===== src/inc/aid_pkg.sv =====
// Purpose: Shared constants and types for the analog input diagnostic record.
// Assumes: 25 MHz system clock; record of twenty bytes, timestamp little-endian.
// Notes:   Offsets are byte positions inside the full record.
package aid_pkg;

    // ========================================================================
    // Timing
    // ========================================================================
    localparam int unsigned CLK_HZ        = 25_000_000;
    localparam int unsigned TICK_US       = 1;
    localparam int unsigned CYC_PER_TICK  = (CLK_HZ / 1_000_000) * TICK_US;
    localparam int unsigned TICK_CNT_W    = 5;

    // ========================================================================
    // Record geometry
    // ========================================================================
    localparam int unsigned REC_BYTES     = 20;
    localparam int unsigned HDR_BYTES     = 4;
    localparam int unsigned ADDR_W        = 5;
    localparam int unsigned SPARE_CH      = 6;

    localparam logic [4:0] OFS_MOD_ERR    = 5'h00;
    localparam logic [4:0] OFS_MOD_INFO   = 5'h01;
    localparam logic [4:0] OFS_SPARE_ERR  = 5'h02;
    localparam logic [4:0] OFS_INT_ERR    = 5'h03;
    localparam logic [4:0] OFS_CH_KIND    = 5'h04;
    localparam logic [4:0] OFS_DIAG_BITS  = 5'h05;
    localparam logic [4:0] OFS_CH_COUNT   = 5'h06;
    localparam logic [4:0] OFS_GRP_ERR    = 5'h07;
    localparam logic [4:0] OFS_CH0_ERR    = 5'h08;
    localparam logic [4:0] OFS_CH1_ERR    = 5'h09;
    localparam logic [4:0] OFS_SPARE_CH   = 5'h0a;
    localparam logic [4:0] OFS_STAMP      = 5'h10;

    // ========================================================================
    // Access selectors
    // ========================================================================
    localparam logic [7:0]  SET_HEADER    = 8'h00;
    localparam logic [7:0]  SET_FULL      = 8'h01;
    localparam logic [15:0] CAN_HEADER    = 16'h2f00;
    localparam logic [15:0] CAN_FULL      = 16'h2f01;
    localparam logic [15:0] ETH_INDEX     = 16'h5005;
    localparam logic [7:0]  SUB_FIRST     = 8'h02;
    localparam logic [7:0]  SUB_LAST_BYTE = 8'h11;
    localparam logic [7:0]  SUB_STAMP     = 8'h13;

    // ========================================================================
    // Values after reset and fixed codes
    // ========================================================================
    localparam logic [7:0] MOD_ERR_RST    = 8'h00;
    localparam logic [7:0] MOD_INFO_RST   = 8'h15;
    localparam logic [7:0] ZERO_BYTE      = 8'h00;
    localparam logic [7:0] CH_KIND_RST    = 8'h71;
    localparam logic [7:0] DIAG_BITS_RST  = 8'h08;
    localparam logic [7:0] CH_COUNT_RST   = 8'h02;
    localparam logic [7:0] CH_ERR_RST     = 8'h00;
    localparam logic [31:0] STAMP_RST     = 32'h0000_0000;
    localparam logic [3:0] CLASS_ANALOG   = 4'h5;

    localparam logic [6:0] KIND_DIG_IN    = 7'h70;
    localparam logic [6:0] KIND_ANA_IN    = 7'h71;
    localparam logic [6:0] KIND_DIG_OUT   = 7'h72;
    localparam logic [6:0] KIND_ANA_OUT   = 7'h73;
    localparam logic [6:0] KIND_ANA_IO    = 7'h74;
    localparam logic [6:0] KIND_COUNTER   = 7'h76;

    // ========================================================================
    // Field positions
    // ========================================================================
    localparam int unsigned ME_FAIL       = 0;
    localparam int unsigned ME_INT        = 1;
    localparam int unsigned ME_EXT        = 2;
    localparam int unsigned ME_CHAN       = 3;
    localparam int unsigned ME_AUX        = 4;
    localparam int unsigned ME_PARAM      = 7;
    localparam int unsigned MI_CHAN_INFO  = 4;
    localparam int unsigned IE_BUF_OVF    = 3;
    localparam int unsigned IE_COMM       = 4;
    localparam int unsigned IE_IRQ_LOST   = 6;
    localparam int unsigned CE_CFG        = 0;
    localparam int unsigned CE_IRQ_LOST   = 5;
    localparam int unsigned CE_UNDER      = 6;
    localparam int unsigned CE_OVER       = 7;

    // ========================================================================
    // Types
    // ========================================================================
    typedef enum logic [1:0] {
        AID_ACC_SET,
        AID_ACC_CAN,
        AID_ACC_ETH,
        AID_ACC_NONE
    } aid_acc_t;

endpackage : aid_pkg


===== src/inc/aid_rec_if.sv =====
// Purpose: Carrier between the record logic and its read store.
// Assumes: One read per cycle at most.
// Notes:   Record is flat, byte 0 in the low bits.
interface aid_rec_if;
    logic [aid_pkg::REC_BYTES*8-1:0] record;
    logic                            rd_en;
    logic [aid_pkg::ADDR_W-1:0]      rd_addr;
    logic [7:0]                      rd_data;

    modport store (input record, input rd_en, input rd_addr, output rd_data);
    modport user  (output record, output rd_en, output rd_addr, input rd_data);
endinterface : aid_rec_if


===== src/design/aid_rec_mem.sv =====
// Purpose: Byte read store of the diagnostic record with registered data.
// Assumes: Address already checked against the record length.
// Notes:   Data holds its last value between reads.
module aid_rec_mem (
    // Clock and reset
    input  wire logic  sys_clk_i,
    input  wire logic  rst_b_i,
    // Record port
    aid_rec_if.store   rec
);
    import aid_pkg::*;

    function automatic logic [7:0] byte_of(input logic [REC_BYTES*8-1:0] r,
                                           input logic [ADDR_W-1:0] a);
        byte_of = ZERO_BYTE;
        for (int i = 0; i < REC_BYTES; i++) begin
            if (a == ADDR_W'(i)) begin
                byte_of = r[i*8 +: 8];
            end
        end
    endfunction

    // ========================================================================
    // Read register
    // ========================================================================
    always_ff @(posedge sys_clk_i or negedge rst_b_i) begin
        if (!rst_b_i) begin
            rec.rd_data <= ZERO_BYTE;
        end else if (rec.rd_en) begin
            rec.rd_data <= byte_of(rec.record, rec.rd_addr);
        end
    end

endmodule // aid_rec_mem


===== src/design/aid_diag_record.sv =====
// Purpose: Diagnostic record of a two-channel analog input module.
// Assumes: Condition inputs are levels synchronous to sys_clk_i.
// Notes:   Reads answer two cycles after the request.
module aid_diag_record #(
    parameter int unsigned NUM_CH = 2
) (
    // Clock and reset
    input  wire logic                    sys_clk_i,
    input  wire logic                    rst_b_i,
    // Read request
    input  wire logic                    rd_req_i,
    input  wire aid_pkg::aid_acc_t       rd_kind_i,
    input  wire logic [7:0]              record_set_number_i,
    input  wire logic [15:0]             object_index_i,
    input  wire logic [7:0]              object_subindex_i,
    input  wire logic [4:0]              rd_byte_i,
    // Read answer
    output logic                         rd_ack_o,
    output logic                         rd_err_o,
    output logic [7:0]                   rd_data_o,
    // Module conditions
    input  wire logic                    module_failure_i,
    input  wire logic                    external_error_i,
    input  wire logic                    aux_supply_missing_i,
    input  wire logic                    param_error_i,
    input  wire logic                    diag_buf_overflow_i,
    input  wire logic                    int_comm_error_i,
    input  wire logic                    proc_irq_lost_i,
    // Channel conditions
    input  wire logic [NUM_CH-1:0]       ch_cfg_error_i,
    input  wire logic [NUM_CH-1:0]       ch_underflow_i,
    input  wire logic [NUM_CH-1:0]       ch_overflow_i,
    input  wire logic [NUM_CH-1:0]       ch_irq_lost_i,
    // Status
    output logic                         diag_active_o,
    output logic                         diag_event_o
);
    import aid_pkg::*;

    // ========================================================================
    // Declarations
    // ========================================================================
    logic [TICK_CNT_W-1:0]  tick_cnt_r;
    logic                   tick_en;
    logic [31:0]            us_ticker_r;
    logic [7:0]             module_error_flags_r;
    logic [7:0]             internal_error_flags_r;
    logic [7:0]             channel_group_errors_r;
    logic [7:0]             chan_err_r [NUM_CH];
    logic [31:0]            diag_event_timestamp_r;
    logic [7:0]             internal_error_flags_nxt;
    logic [7:0]             chan_err_nxt [NUM_CH];
    logic [7:0]             module_error_flags_nxt;
    logic [7:0]             channel_group_errors_nxt;
    logic                   any_chan_err;
    logic                   new_error;
    logic                   dec_ok;
    logic [ADDR_W-1:0]      dec_addr;
    logic                   stage_vld_r;
    logic                   stage_err_r;

    aid_rec_if rec_bus ();

    // ========================================================================
    // Functions
    // ========================================================================
    // Bytes of one channel; bits 4 to 1 stay zero.
    function automatic logic [7:0] chan_byte(input logic cfg, input logic irq,
                                             input logic under, input logic over);
        chan_byte = CH_ERR_RST;
        chan_byte[CE_CFG]      = cfg;
        chan_byte[CE_IRQ_LOST] = irq;
        chan_byte[CE_UNDER]    = under;
        chan_byte[CE_OVER]     = over;
    endfunction

    // Selected set length: header or full record.
    function automatic logic set_fits(input logic full, input logic [4:0] b);
        if (full) begin
            set_fits = (b < 5'(REC_BYTES));
        end else begin
            set_fits = (b < 5'(HDR_BYTES));
        end
    endfunction

    // ========================================================================
    // Microsecond ticker
    // ========================================================================
    assign tick_en = (tick_cnt_r == TICK_CNT_W'(CYC_PER_TICK - 1));

    always_ff @(posedge sys_clk_i or negedge rst_b_i) begin
        if (!rst_b_i) begin
            tick_cnt_r <= '0;
        end else if (tick_en) begin
            tick_cnt_r <= '0;
        end else begin
            tick_cnt_r <= tick_cnt_r + TICK_CNT_W'(1);
        end
    end

    // Natural 32-bit rollover gives the wrap after the last microsecond.
    always_ff @(posedge sys_clk_i or negedge rst_b_i) begin
        if (!rst_b_i) begin
            us_ticker_r <= STAMP_RST;
        end else if (tick_en) begin
            us_ticker_r <= us_ticker_r + 32'h0000_0001;
        end
    end

    // ========================================================================
    // Error byte assembly
    // ========================================================================
    always_comb begin
        for (int c = 0; c < NUM_CH; c++) begin
            chan_err_nxt[c] = chan_byte(ch_cfg_error_i[c], ch_irq_lost_i[c],
                                        ch_underflow_i[c], ch_overflow_i[c]);
        end
    end

    always_comb begin
        any_chan_err             = 1'b0;
        channel_group_errors_nxt = ZERO_BYTE;
        for (int c = 0; c < NUM_CH; c++) begin
            any_chan_err                = any_chan_err | (|chan_err_nxt[c]);
            channel_group_errors_nxt[c] = |chan_err_nxt[c];
        end
    end

    always_comb begin
        internal_error_flags_nxt              = ZERO_BYTE;
        internal_error_flags_nxt[IE_BUF_OVF]  = diag_buf_overflow_i;
        internal_error_flags_nxt[IE_COMM]     = int_comm_error_i;
        internal_error_flags_nxt[IE_IRQ_LOST] = proc_irq_lost_i;
    end

    // The internal error summary follows the internal byte so both agree.
    always_comb begin
        module_error_flags_nxt           = MOD_ERR_RST;
        module_error_flags_nxt[ME_FAIL]  = module_failure_i;
        module_error_flags_nxt[ME_INT]   = |internal_error_flags_nxt;
        module_error_flags_nxt[ME_EXT]   = external_error_i;
        module_error_flags_nxt[ME_CHAN]  = any_chan_err;
        module_error_flags_nxt[ME_AUX]   = aux_supply_missing_i;
        module_error_flags_nxt[ME_PARAM] = param_error_i;
    end

    // ========================================================================
    // Record registers
    // ========================================================================
    // Bytes track the conditions, so they fall back to defaults on their own.
    always_ff @(posedge sys_clk_i or negedge rst_b_i) begin
        if (!rst_b_i) begin
            module_error_flags_r   <= MOD_ERR_RST;
            internal_error_flags_r <= ZERO_BYTE;
            channel_group_errors_r <= ZERO_BYTE;
        end else begin
            module_error_flags_r   <= module_error_flags_nxt;
            internal_error_flags_r <= internal_error_flags_nxt;
            channel_group_errors_r <= channel_group_errors_nxt;
        end
    end

    always_ff @(posedge sys_clk_i or negedge rst_b_i) begin
        if (!rst_b_i) begin
            for (int c = 0; c < NUM_CH; c++) begin
                chan_err_r[c] <= CH_ERR_RST;
            end
        end else begin
            for (int c = 0; c < NUM_CH; c++) begin
                chan_err_r[c] <= chan_err_nxt[c];
            end
        end
    end

    // ========================================================================
    // Event timestamp
    // ========================================================================
    // Any bit of the module, internal or group error byte that rises counts as a new diagnostic event.
    assign new_error = |(module_error_flags_nxt & ~module_error_flags_r)
                     | |(internal_error_flags_nxt & ~internal_error_flags_r)
                     | |(channel_group_errors_nxt & ~channel_group_errors_r);

    always_ff @(posedge sys_clk_i or negedge rst_b_i) begin
        if (!rst_b_i) begin
            diag_event_timestamp_r <= STAMP_RST;
        end else if (new_error) begin
            diag_event_timestamp_r <= us_ticker_r;
        end
    end

    always_ff @(posedge sys_clk_i or negedge rst_b_i) begin
        if (!rst_b_i) begin
            diag_event_o  <= 1'b0;
            diag_active_o <= 1'b0;
        end else begin
            diag_event_o  <= new_error;
            diag_active_o <= |module_error_flags_nxt;
        end
    end

    // ========================================================================
    // Record image
    // ========================================================================
    always_comb begin
        rec_bus.record = '0;
        rec_bus.record[OFS_MOD_ERR*8 +: 8]   = module_error_flags_r;
        rec_bus.record[OFS_MOD_INFO*8 +: 8]  = {3'h0, 1'b1, CLASS_ANALOG};
        rec_bus.record[OFS_SPARE_ERR*8 +: 8] = ZERO_BYTE;
        rec_bus.record[OFS_INT_ERR*8 +: 8]   = internal_error_flags_r;
        rec_bus.record[OFS_CH_KIND*8 +: 8]   = {1'b0, KIND_ANA_IN};
        rec_bus.record[OFS_DIAG_BITS*8 +: 8] = DIAG_BITS_RST;
        rec_bus.record[OFS_CH_COUNT*8 +: 8]  = CH_COUNT_RST;
        rec_bus.record[OFS_GRP_ERR*8 +: 8]   = channel_group_errors_r;
        rec_bus.record[OFS_CH0_ERR*8 +: 8]   = chan_err_r[0];
        rec_bus.record[OFS_CH1_ERR*8 +: 8]   = chan_err_r[1];
        rec_bus.record[OFS_STAMP*8 +: 32]    = diag_event_timestamp_r;
    end

    // ========================================================================
    // Request decode
    // ========================================================================
    // Subindex 13h spans four timestamp bytes picked by rd_byte_i; subindexes 02h to 11h
    // each name one byte and want rd_byte_i at zero.
    always_comb begin
        dec_ok   = 1'b0;
        dec_addr = '0;
        unique case (rd_kind_i)
            AID_ACC_SET: begin
                if (record_set_number_i == SET_FULL) begin
                    dec_ok = set_fits(1'b1, rd_byte_i);
                end else if (record_set_number_i == SET_HEADER) begin
                    dec_ok = set_fits(1'b0, rd_byte_i);
                end
                dec_addr = rd_byte_i;
            end
            AID_ACC_CAN: begin
                if (object_index_i == CAN_FULL) begin
                    dec_ok = set_fits(1'b1, rd_byte_i);
                end else if (object_index_i == CAN_HEADER) begin
                    dec_ok = set_fits(1'b0, rd_byte_i);
                end
                dec_addr = rd_byte_i;
            end
            AID_ACC_ETH: begin
                if (object_index_i != ETH_INDEX) begin
                    dec_ok = 1'b0;
                end else if (object_subindex_i == SUB_STAMP) begin
                    dec_ok   = (rd_byte_i < 5'h04);
                    dec_addr = OFS_STAMP + rd_byte_i[1:0];
                end else if ((object_subindex_i >= SUB_FIRST)
                          && (object_subindex_i <= SUB_LAST_BYTE)) begin
                    dec_ok   = (rd_byte_i == 5'h00);
                    dec_addr = 5'(object_subindex_i - SUB_FIRST);
                end
            end
            AID_ACC_NONE: dec_ok = 1'b0;
        endcase
    end

    // ========================================================================
    // Read pipeline
    // ========================================================================
    // The store reads at the taking edge; this stage lines the flags up with its data.
    always_ff @(posedge sys_clk_i or negedge rst_b_i) begin
        if (!rst_b_i) begin
            stage_vld_r  <= 1'b0;
            stage_err_r  <= 1'b0;
        end else begin
            stage_vld_r  <= rd_req_i;
            stage_err_r  <= rd_req_i & ~dec_ok;
        end
    end

    assign rec_bus.rd_en   = rd_req_i & dec_ok;
    assign rec_bus.rd_addr = dec_addr;

    always_ff @(posedge sys_clk_i or negedge rst_b_i) begin
        if (!rst_b_i) begin
            rd_ack_o <= 1'b0;
            rd_err_o <= 1'b0;
        end else begin
            rd_ack_o <= stage_vld_r;
            rd_err_o <= stage_err_r;
        end
    end

    // A refused read keeps the store untouched, so data is forced to zero.
    always_ff @(posedge sys_clk_i or negedge rst_b_i) begin
        if (!rst_b_i) begin
            rd_data_o <= ZERO_BYTE;
        end else if (stage_vld_r) begin
            rd_data_o <= stage_err_r ? ZERO_BYTE : rec_bus.rd_data;
        end
    end

    aid_rec_mem u_mem (
        .sys_clk_i (sys_clk_i),
        .rst_b_i   (rst_b_i),
        .rec       (rec_bus.store)
    );

endmodule // aid_diag_record


===== config.mk =====
export PLATFORM = sky130hd
export DESIGN_NAME = aid_diag_record
export DESIGN_NICKNAME = d
export VERILOG_FILES = /design/src/inc/aid_pkg.sv /design/src/inc/aid_rec_if.sv /design/src/design/aid_rec_mem.sv /design/src/design/aid_diag_record.sv
export SDC_FILE = /design/constraint.sdc
export NUM_CORES = 1
export LEC_CHECK = 0
export ABC_AREA = 1
export BUFFER_PORTS_ARGS = -buffer_cell sky130_fd_sc_hd__buf_2
export CORE_MARGIN = 8
export CORE_UTILIZATION = 54
export CTS_CLUSTER_DIAMETER = 150
export DETAILED_ROUTE_END_ITERATION = 7
export PLACE_DENSITY = 0.83
export RECOVER_POWER = 50
export SYNTH_ARGS = -nofsm -noshare
export SYNTH_HDL_FRONTEND = slang
export SYNTH_HIERARCHICAL = 1
export SYNTH_SLANG_ARGS = --single-unit
export TNS_END_PERCENT = 5

===== constraint.sdc =====
create_clock -name sys_clk_i -period 1.52 [get_ports sys_clk_i]
set_clock_uncertainty 0.2 [all_clocks]
set_input_delay 0.152 -clock sys_clk_i [delete_from_list [all_inputs] [get_ports sys_clk_i]]
set_output_delay 0.152 -clock sys_clk_i [all_outputs]
set_load 0.02 [all_outputs]

Word-level counts from Yosys, hierarchy flattened
Cells that the tools add are included.
- $add $sub $neg: 4
- multipliers: 0
- div/mod/pow operators: 0
- magnitude comparators: 4
- equal/unequal tests: 28
- shift-type cells: 0
- mux-type cells: 34
- bitwise operators: 12
- reduce and logical (&&, ||, !) cells: 13
- operators with widths (operator ; count):
    two-way mux 8 bit ; 21
    == test 5 x 4 -> 1 bit, second input constant ; 8
    adder 32 x 1 -> 32 bit, second input constant ; 1
    == test 16 x 14 -> 1 bit, second input constant ; 2
    OR reduction 8 bit ; 4
    == test 5 bit, second input constant ; 5
    == test 5 x 3 -> 1 bit, second input constant ; 4
    two-way mux 5 bit ; 4
    inequality test 16 x 15 -> 1 bit, second input constant ; 1
    == test 5 x 2 -> 1 bit, second input constant ; 2
    logical NOT 5 bit ; 2
    case mux 5 bit (2 select lines) ; 1
    AND 2 x 8 -> 8 bit ; 1
    AND 7 x 8 -> 8 bit ; 1
    AND 8 bit ; 1
    == test 8 x 1 -> 1 bit, second input constant ; 1
    == test 8 x 5 -> 1 bit, second input constant ; 1
    greater-or-equal comparator 8 x 2 -> 1 bit, second input constant ; 1
    <= comparator 8 x 5 -> 1 bit, second input constant ; 1
    logical NOT 8 bit ; 1
    inverter 2 -> 8 bit ; 1
    inverter 7 -> 8 bit ; 1
    inverter 8 bit ; 1
    OR reduction 4 bit ; 2
    17 further kinds ; 27
- register bits after elaboration: 110
- bits in latches: 0
- bits in writable memories: 0
- bits in read-only memories: 0
- input port bits: 57
- output and inout port bits: 12
- logic and storage cells: 111
- memories: 0

Longest topological paths before layout
Gate-level depths: netlist of run 1.
- depth after elaboration: 27
- depth in mapped cells: 26
- depth with buffers taken out: 26

Modules after synthesis
The synthesis of run 1 kept the hierarchy.
- modules (own cells, without submodules) (module ; instances ; cells an instance ; area each (sq um)):
    aid_diag_record ; 1 ; 592 ; 4874.7
    aid_rec_mem ; 1 ; 371 ; 1752.9

Least setup slack after synthesis of run 1
OpenSTA, ideal clock, no wires.
- kind: input -> register
- from: in object_index_i[7]
- to: reg u_mem.rec.rd_data[2]
- setup time: 0.116 ns
- data arrival time: 2.136 ns
- slack: -0.933 ns
- stages on the path: 21
- buffers on the path: 1
- cells stage by stage: nor2_1 nand2_1 nor2_1 nand3_1 inv_1 nand3b_1 o22ai_1 nor2_4 buf_2 nand3_1 nand3_1 nor2_1 nand4_1 nor2_1 nand4_1 nor2_1 nand4_1 nor2_1 nand4_1 nand2_1 nand2_1
- word-level cells in the longest chain between the ends: 24
- elaborated cells on any way between the ends: 50
- classes of those cells: eq/ne: 22; mux: 26; bitwise: 1; reduce/logical: 1
- ends and longest elaborated chain (element ; line ; RTL):
    start: declaration ; aid_diag_record.sv:14 ; input wire logic [15:0] object_index_i,
    inequality test 16 x 15 -> 1 bit * ; aid_diag_record.sv:245 ; if (object_index_i != ETH_INDEX) begin
    two-way mux 5 bit * ; aid_diag_record.sv:245 ;
    case mux 5 bit (2 select lines) * ; aid_diag_record.sv:227 ; unique case (rd_kind_i)
    named net dec_addr[2] ; aid_diag_record.sv:58 ; logic [ADDR_W-1:0] dec_addr;
    logical NOT 5 bit ; aid_rec_mem.sv:17 ; if (a == ADDR_W'(i)) begin
    two-way mux 8 bit (19 in a row) ; aid_rec_mem.sv:17 ;
    two-way mux 8 bit * ; aid_rec_mem.sv:17 ;
    end signal: assignment ; aid_rec_mem.sv:30 ; rec.rd_data <= byte_of(rec.record, rec.rd_addr);
    end: declaration ; aid_rec_if.sv:10 ; modport store (input record, input rd_en, input rd_addr, output rd_data);
The timed path passes the listed nets; every way through them passes the cells marked *.
A chain may end at the register's enable or synchronous reset.

Final worst setup path of run 1
- from: in object_index_i[4]
- to: reg u_mem.rec.rd_data[7]
Same word-level chain as after synthesis.

==> results of run 1 <==
[power by group]
part	leakage [nW]	total, mW	switching [mW]	internal, mW
Sequential	1.43	3.10	0.0682	3.04
Combinational	3.61	1.21	0.700	0.506
Clock	0.159	2.61	1.27	1.34
Total	5.19	6.92	2.04	4.88
[synth_stat cells (2+ instances only)]
cell type	number
sky130_fd_sc_hd__nand2_1	331
sky130_fd_sc_hd__nor2_1	140
sky130_fd_sc_hd__inv_1	112
sky130_fd_sc_hd__dfrtp_1	110
sky130_fd_sc_hd__nand3_1	83
sky130_fd_sc_hd__nand4_1	44
sky130_fd_sc_hd__xor2_1	16
sky130_fd_sc_hd__o21ai_0	14
sky130_fd_sc_hd__nor2_2	13
sky130_fd_sc_hd__buf_2	12
sky130_fd_sc_hd__a21oi_1	9
sky130_fd_sc_hd__nor3_1	8
sky130_fd_sc_hd__inv_2	7
sky130_fd_sc_hd__nand2_2	7
sky130_fd_sc_hd__nand3b_1	6
sky130_fd_sc_hd__o22ai_1	6
sky130_fd_sc_hd__or2_2	6
sky130_fd_sc_hd__xnor2_1	6
sky130_fd_sc_hd__nor2_4	5
sky130_fd_sc_hd__clkbuf_1	4
sky130_fd_sc_hd__ha_1	4
sky130_fd_sc_hd__or2_0	3
sky130_fd_sc_hd__conb_1	2
sky130_fd_sc_hd__nand3_2	2
sky130_fd_sc_hd__nor3b_1	2
sky130_fd_sc_hd__nor4_1	2
[cell usage in the layout (no fill, tap or decap), drive strengths merged]
cell type      netlist  final
a211oi               1      1
a21oi               10     10
buf                 12    232
bufinv               0      1
clkbuf               4     20
clkdlybuf4s25        0      1
clkinv               0      3
conb                 2    109
dfrtp              110    110
dlygate4sd3          0     18
dlymetal6s4s         0      2
ha                   4      4
inv                119    122
nand2              339    339
nand3               85     85
nand3b               6      6
nand4               45     45
nor2               159    159
nor3                10     10
nor3b                2      2
nor4                 2      2
o21ai               15     15
o22ai                6      6
or2                  9      9
xnor2                6      6
xor2                17     17
[layer usage]
layer  vias up  wire, µm
met5         -         0
met4         0      1290
met3       117      1550
met2       381     11800
met1      3632      8780
li1       3653         -
[timing repair]
| action | 4_1_cts | 5_1_grt |
|---|---|---|
| hold endpoints to repair | 131 | 7 |
| endpoints found under the setup margin | 71 | 73 |
| pin swaps | 19 | 44 |
| resized for setup | 61 | 77 |
| hold buffers | 18 | 7 |
| buffers inserted | 17 | 8 |
[registers in the layout, indices dropped and copies added, names as in the netlist, 2 cells and up]
name / cells
diag_event_timestamp_r: 32
us_ticker_r: 32
chan_err_r: 8
rd_data_o: 8
u_mem/rec.rd_data: 8
module_error_flags_r: 6
tick_cnt_r: 5
internal_error_flags_r: 3
channel_group_errors_r: 2
[logic make-up (layout without fill, tap and decap cells)]
logic type                 count (synthesis)  in the layout
AOI/OAI and AO/OA                         32             32
adders and majority gates                  4              4
DFF                                      110            110
xor gates and xnor gates                  23             23
other                                      2            109
buffers and inverters                    135            399
and+or+nand+nor                          657            657
[worst max-delay path, stage by stage]
cell,delay [ns]
sky130_fd_sc_hd__buf_6,0.10
sky130_fd_sc_hd__nor2_4,0.10
sky130_fd_sc_hd__nand2_2,0.09
sky130_fd_sc_hd__nor2_4,0.13
sky130_fd_sc_hd__nand3_2,0.11
sky130_fd_sc_hd__inv_2,0.09
sky130_fd_sc_hd__nand3b_1,0.14
sky130_fd_sc_hd__o22ai_4,0.22
sky130_fd_sc_hd__buf_4,0.15
sky130_fd_sc_hd__buf_4,0.11
sky130_fd_sc_hd__nor2_1,0.06
sky130_fd_sc_hd__inv_1,0.11
sky130_fd_sc_hd__nor2_1,0.07
sky130_fd_sc_hd__buf_4,0.15
sky130_fd_sc_hd__buf_4,0.15
sky130_fd_sc_hd__nand2_1,0.08
sky130_fd_sc_hd__nand4_1,0.15
sky130_fd_sc_hd__nor2_1,0.15
sky130_fd_sc_hd__nand4_1,0.11
sky130_fd_sc_hd__nor2_2,0.15
sky130_fd_sc_hd__nand4_1,0.09
sky130_fd_sc_hd__nand2_1,0.09
sky130_fd_sc_hd__nand2_1,0.05
[path summary, 6_finish.rpt]
kind,start,endpoint,slack [ns],cells after the start
worst min register to register,stage_err_r,rd_err_o,0.20,0
worst max-delay path,object_index_i[4],u_mem/rec.rd_data[7],-1.22,23
worst min-delay path,ch_cfg_error_i[0],channel_group_errors_r[0],0.06,5
min in group asynchronous,rst_b_i,internal_error_flags_r[6],0.33,3
max in group asynchronous,rst_b_i,us_ticker_r[23],0.13,3
worst max register to register,module_error_flags_r[7],u_mem/rec.rd_data[7],-0.53,12
[area by class of cell]
class                      count  share of cell area, %
sequential                   110                   28.0
multi-input combinational    825                   41.7
tap                          147                   1.87
inverter                     119                   4.58
clock inverter                 7                  0.990
timing repair buffer         264                   20.6
clock buffer                   9                   2.29
[per-stage QoR]
stage	setup WS, ns	util, %	setup TNS, ns	power (mW)	hold slack, ns
after floorplan	-0.764	-	-7.86	3.65	-0.344
after global placement	-1.42	72.2	-15.23	4.10	-0.236
after detailed placement	-1.48	72.2	-17.69	4.12	-0.234
after CTS	-0.897	79.4	-19.15	6.75	0.0980
after global routing	-1.35	82.0	-26.06	7.14	0.0768
final	-1.22	82.0	-19.56	6.92	0.0576
==> Implementation_results.wiki, run 1 <==
{| class="wikitable"
! Metric !! Value
|-
| Post-Syn Area per Cell || 6.88 µm²
|-
| Main combinational cell family by area after synthesis || simple AND/OR/NAND/NOR gates
|-
| Maximum fanout along the worst path || 5
|-
| Routed WL || approximately 23000 µm
|-
| Chip Width || 127 µm
|-
| Post-synthesis compound-gate area fraction || 2.70%
|-
| Vias per Instance || 5.26
|-
| Met1 Track Usage GR || between 20% and 30%
|-
| Normalized max-slew margin || ~47%
|-
| DP Cell Count || about 1400
|-
| Global routing met2 resource utilization || 47.7%
|-
| Final RePlAce weighted congestion || slightly below 0.9
|-
| Clock-pin slew of the registers on the worst-case setup and hold paths || ~0.08 ns
|-
| GRT Total Usage || between 20% and 30%
|-
| Number of placement rows || 40
|-
| Layout Area Growth over Synthesis || 48.7%
|-
| First-pass DRT Iterations || 6
|-
| Share of cells above drive strength 1 || between 20 and 30%
|-
| Master cell of the clock root buffer || sky130_fd_sc_hd__clkbuf_16
|-
| Starting utilization of the core area || roughly 55%
|-
| FILL cells || approximately 700
|-
| Most used DFF post-synth || sky130_fd_sc_hd__dfrtp_1
|-
| Worst Tran Pin Value || 0.788 ns
|-
| TritonCTS clock tree || yes
|-
| Simple logic cell fraction of the synthesized area || about 44%
|-
| Share of the yosys chip area belonging to registers || ~42%
|-
| Worst setup SP type || primary input
|-
| RSZ-0062 raised after global routing || true
|-
| Synth Instances || between 900 and 1000
|-
| Share of synthesized cell area in full adder, half adder and majority cells || less than 1%
|-
| Deepest level of the CTS H-tree || 3
|-
| DRC violation total after the first TritonRoute iteration || approximately 700
|-
| Synth area leaders || sky130_fd_sc_hd__dfrtp_1 (42%), sky130_fd_sc_hd__nand2_1 (19%), sky130_fd_sc_hd__nor2_1 (7.9%), sky130_fd_sc_hd__inv_1 (6.3%), sky130_fd_sc_hd__nand3_1 (6.3%)
|-
| Result of the run || complete, but fails checks
|-
| Number of buffers inserted during clock tree synthesis || 9
|-
| DP Area || slightly below 9000 µm²
|-
| Endpoint arrival time on the critical path || 2.79 ns
|-
| First-pass GRT wire length || ~34000 µm
|-
| Clk sinks || 110
|-
| Post-synthesis cell type count || 35
|-
| Height of the die || 127 µm
|-
| Number of maximum-capacitance constraint violations || 0
|-
| Multiplexer fraction of the synthesized cell area || 0%
|-
| Power density normalized to cell area || roughly 700 nW/µm²
|-
| Count of buffers from port buffering || 68
|-
| Die area || 16100 µm²
|-
| Worst min-delay path class || primary input to flop
|-
| Post-route ant nets || 0
|-
| Hold Violations, Final || 0
|-
| Asr flop ratio synth || between 90% and 100%
|-
| Final slew viol count || 0
|-
| Critical path type || primary input to flop
|-
| Leading area contributor after synthesis || sky130_fd_sc_hd__dfrtp_1
|-
| Maximum root-to-sink buffer count || 2
|-
| Number of failing setup endpoints in the final timing report || roughly 70
|-
| Maximum number of pins on one net before global-route repair || approximately 90
|-
| Final worst path period need || about 2.7 ns
|-
| Top cell type's share of synthesized area || between 40% and 50%
|-
| Final non-filler cell area || 9850 µm²
|-
| Via count of the first global-routing pass || about 7500
|-
| Clock latency of the later-clocked register in the worst-skew pair || 0.37 ns
|-
| Total DRC errors in the routed layout || 0
|-
| Final WS setup || -1.22 ns
|-
| Number of vias after detailed routing || between 7000 and 8000
|-
| Crit path required time || approximately 1.6 ns
|-
| Top-level port count || 69
|-
| Most congested layer reported by global routing || met2
|-
| Footprint of the flip-flops and latches || approximately 2800 µm²
|-
| Warnings, synthesis || 6
|-
| Area of the mapped netlist || 6630 µm²
|-
| GR Layer Usage met3 || slightly below 6%
|-
| Avg WL per Cell || about 16 µm
|-
| Net total in the final layout || 1390
|-
| Largest voltage drop on the vdd net || approximately 0.56 mV
|-
| Number of standard cells in the final layout excluding fillers || about 1500
|-
| Flip-flop and latch count after synthesis || 110
|-
| Synth Area in XOR/XNOR || 3.15%
|-
| Failing checks || setup timing
|-
| Share of the cycle needed by the critical path after routing || 180%
|-
| Number of synthesized flops with an enable pin || 0
|-
| Estimated wirelength of the detail-placed design || 13800 µm
|-
| Area occupied by multi-input gates || 4110 µm²
|-
| Area inside the core boundary || ~12000 µm²
|-
| Antenna Cells || 0
|-
| Maximum frequency from static timing analysis || between 0.3 and 0.4 GHz
|-
| Critical Path Sink Type || flop
|-
| Number of antenna violations at the first check in global routing || 0
|-
| Leakage || between 5 and 6 nW
|-
| GRT overflow || 0
|}
(Power assumes the default switching activity.)
==> inputs of run 2 (changes only) <==
--- a/constraint.sdc
+++ b/constraint.sdc
@@ -4,2 +4,2 @@
 set_output_delay 0.152 -clock sys_clk_i [all_outputs]
-set_load 0.02 [all_outputs]
+set_load 0.1 [all_outputs]
==> Implementation_results.wiki, run 2 (synthesis gave the netlist of run 1 again) <==
{| class="wikitable"
! Metric !! Value
|-
| Deepest level of the CTS H-tree || 3
|-
| Antenna Cells || 0
|-
| Number of failing setup endpoints in the final timing report || 66
|-
| GRT overflow || 0
|-
| Net total in the final layout || 1390
|-
| Crit path required time || 1.57 ns
|-
| FILL cells || 692
|-
| Maximum fanout along the worst path || 5
|-
| Number of cells on the critical path || 23
|-
| Largest regs || diag_event_timestamp_r (32), us_ticker_r (32)
|-
| RSZ-0062 raised after global routing || true
|-
| Vias per Instance || 5.30
|-
| Failing checks || setup timing
|-
| Number of vias after detailed routing || between 7000 and 8000
|-
| Largest voltage drop on the vdd net || between 0.5 and 0.6 mV
|-
| Cells on worst reg2reg path || 12
|-
| Final worst path period need || 2.75 ns
|-
| Critical path startpoint || object_index_i[4]
|-
| Starting utilization of the core area || 55.2%
|-
| Clk sinks || 110
|-
| Critical Path Sink Type || flop
|-
| Final RePlAce weighted congestion || a little under 0.9
|-
| R2r startpoint || module_error_flags_r[7]
|-
| Share of the cycle needed by the critical path after routing || 181%
|-
| Height of the die || approximately 130 µm
|-
| Number of standard cells in the final layout excluding fillers || between 1000 and 1500
|-
| RR Endpoint || u_mem/rec.rd_data[7]
|-
| R2r setup slk || -0.56 ns
|-
| Top-level port count || around 70
|-
| Endpoint arrival time on the critical path || between 2 and 3 ns
|-
| Number of buffers inserted during clock tree synthesis || 9
|-
| DP Area || 8670 µm²
|-
| Critical path type || primary input to flop
|-
| Worst min-delay path class || primary input to flop
|-
| Total DRC errors in the routed layout || 0
|-
| Area inside the core boundary || 12000 µm²
|-
| Number of buffers and inverters on the critical path || 7
|-
| Die area || around 16000 µm²
|-
| Most frequent standard cell in the layout excluding fill and tap cells || sky130_fd_sc_hd__nand2_1
|-
| Share of cells above drive strength 1 || between 20% and 30%
|-
| Origin of the worst min-delay path || ch_cfg_error_i[0]
|-
| DP Cell Count || between 1000 and 1500
|-
| Chain of cells forming the critical path || buf_6 > nor2_4 > nand2_2 > nor2_4 > nand3_2 > inv_2 > nand3b_1 > o22ai_4 > buf_4 > buf_4 > nor2_1 > inv_1 > nor2_1 > buf_4 > buf_4 > nand2_1 > nand4_1 > nor2_1 > nand4_1 > nor2_2 > nand4_1 > nand2_1 > nand2_1
|-
| DRC violation total after the first TritonRoute iteration || just over 700
|-
| Count of buffers from port buffering || 68
|-
| GRT Total Usage || between 20% and 30%
|-
| Delay of the slowest cell on the worst path || 0.22 ns
|-
| Number of maximum-capacitance constraint violations || 0
|-
| Footprint of the flip-flops and latches || about 2800 µm²
|-
| Number of placement rows || 40
|-
| Routed WL || about 23000 µm
|-
| Via count of the first global-routing pass || 7518
|-
| Final Hold Slack || between 0.05 and 0.06 ns
|-
| Cell seen most often among critical-path stages || sky130_fd_sc_hd__buf_4
|-
| Power density normalized to cell area || 726 nW/µm²
|-
| Hold Violations, Final || 0
|-
| Result of the run || complete, but fails checks
|-
| Maximum root-to-sink buffer count || 2
|-
| Final non-filler cell area || 9860 µm²
|-
| Normalized max-slew margin || around 45%
|-
| Avg WL per Cell || about 16 µm
|-
| Master cell of the clock root buffer || sky130_fd_sc_hd__clkbuf_16
|-
| First-pass DRT Iterations || 8
|-
| Leakage || roughly 5.2 nW
|-
| Maximum number of pins on one net before global-route repair || 88
|-
| Most used cells in the layout excluding fill and tap cells || sky130_fd_sc_hd__nand2_1 (314), sky130_fd_sc_hd__buf_4 (156), sky130_fd_sc_hd__conb_1 (109)
|-
| Clock latency of the later-clocked register in the worst-skew pair || about 0.36 ns
|-
| Worst Tran Pin Value || just over 0.8 ns
|-
| First-pass GRT wire length || between 30000 and 40000 µm
|-
| Worst setup SP type || primary input
|-
| TritonCTS clock tree || yes
|-
| Chip Width || roughly 130 µm
|-
| Capture point of the critical path || u_mem/rec.rd_data[7]
|-
| Number of antenna violations at the first check in global routing || 0
|-
| Final WS setup || -1.23 ns
|-
| Dominant delay contributor by cell family on the critical path || simple AND/OR/NAND/NOR gates
|-
| Post-route ant nets || 0
|-
| Estimated wirelength of the detail-placed design || about 14000 µm
|-
| Layout Area Growth over Synthesis || 48.8%
|-
| Final slew viol count || 0
|-
| Utilization of the core after routing || between 80% and 90%
|-
| Maximum frequency from static timing analysis || between 0.3 and 0.4 GHz
|-
| Crit-path slowest cell || sky130_fd_sc_hd__o22ai_4
|-
| Area occupied by multi-input gates || a little over 4000 µm²
|-
| Clock-pin slew of the registers on the worst-case setup and hold paths || around 0.08 ns
|}
## run 2: what timing repair did
action                                  in CTS  in global routing
endpoints found under the hold margin      131                  7
endpoints found under the setup margin      71                 77
hold buffers                                18                  7
setup buffers                               17                  8
resized for setup                           61                 81
pin swaps                                   19                 44
## run 2: per-layer routing
metal / global-route usage (%) / vias to the layer above / wire length (µm)
met3: 5.95 / 125 / 1650
li1: - / 3649 / -
met4: 10.4 / 0 / 1350
met2: 47.7 / 414 / 11800
met1: 29.0 / 3665 / 8710
met5: 0 / - / 0
## run 2: worst min path at each step
stage,to,slack [ns],depth (start not counted)
2_1_floorplan,chan_err_r[0],-0.34,0
3_3_place_gp,tick_cnt_r[1],-0.24,1
3_5_place_dp,tick_cnt_r[1],-0.23,1
4_1_cts,diag_event_o,0.1,4
5_1_grt,channel_group_errors_r[0],0.08,5
6_report,channel_group_errors_r[0],0.06,5
## run 2: worst min-delay path: stages
cell and delay [ns]:
sky130_fd_sc_hd__buf_2 0.07, sky130_fd_sc_hd__buf_2 0.10, sky130_fd_sc_hd__nor2_1 0.05, sky130_fd_sc_hd__nand2_2 0.09, sky130_fd_sc_hd__buf_4 0.12
## run 2: layout make-up
cell class                      count  area share, %
Clock inverter                      7          0.989
Multi-Input combinational cell    825           41.7
Sequential cell                   110           27.9
Clock buffer                        9           2.28
Tap cell                          147           1.86
Inverter                          119           4.58
Timing Repair Buffer              264           20.7
## run 2: where the power goes
part           switching [mW]  internal (mW)
combinational           0.939          0.514
sequential             0.0693           3.04
clock                    1.26           1.34
total                    2.27           4.89
## run 2: metrics by stage
step           power [mW]  setup WS, ns  TNS (ns)
5_1_grt              7.37         -1.39    -26.26
4_1_cts              6.98        -0.897    -19.15
3_3_place_gp         4.34         -1.42    -15.23
2_1_floorplan        3.88        -0.764     -7.86
6_report             7.16         -1.23    -19.54
3_5_place_dp         4.36         -1.48    -17.69
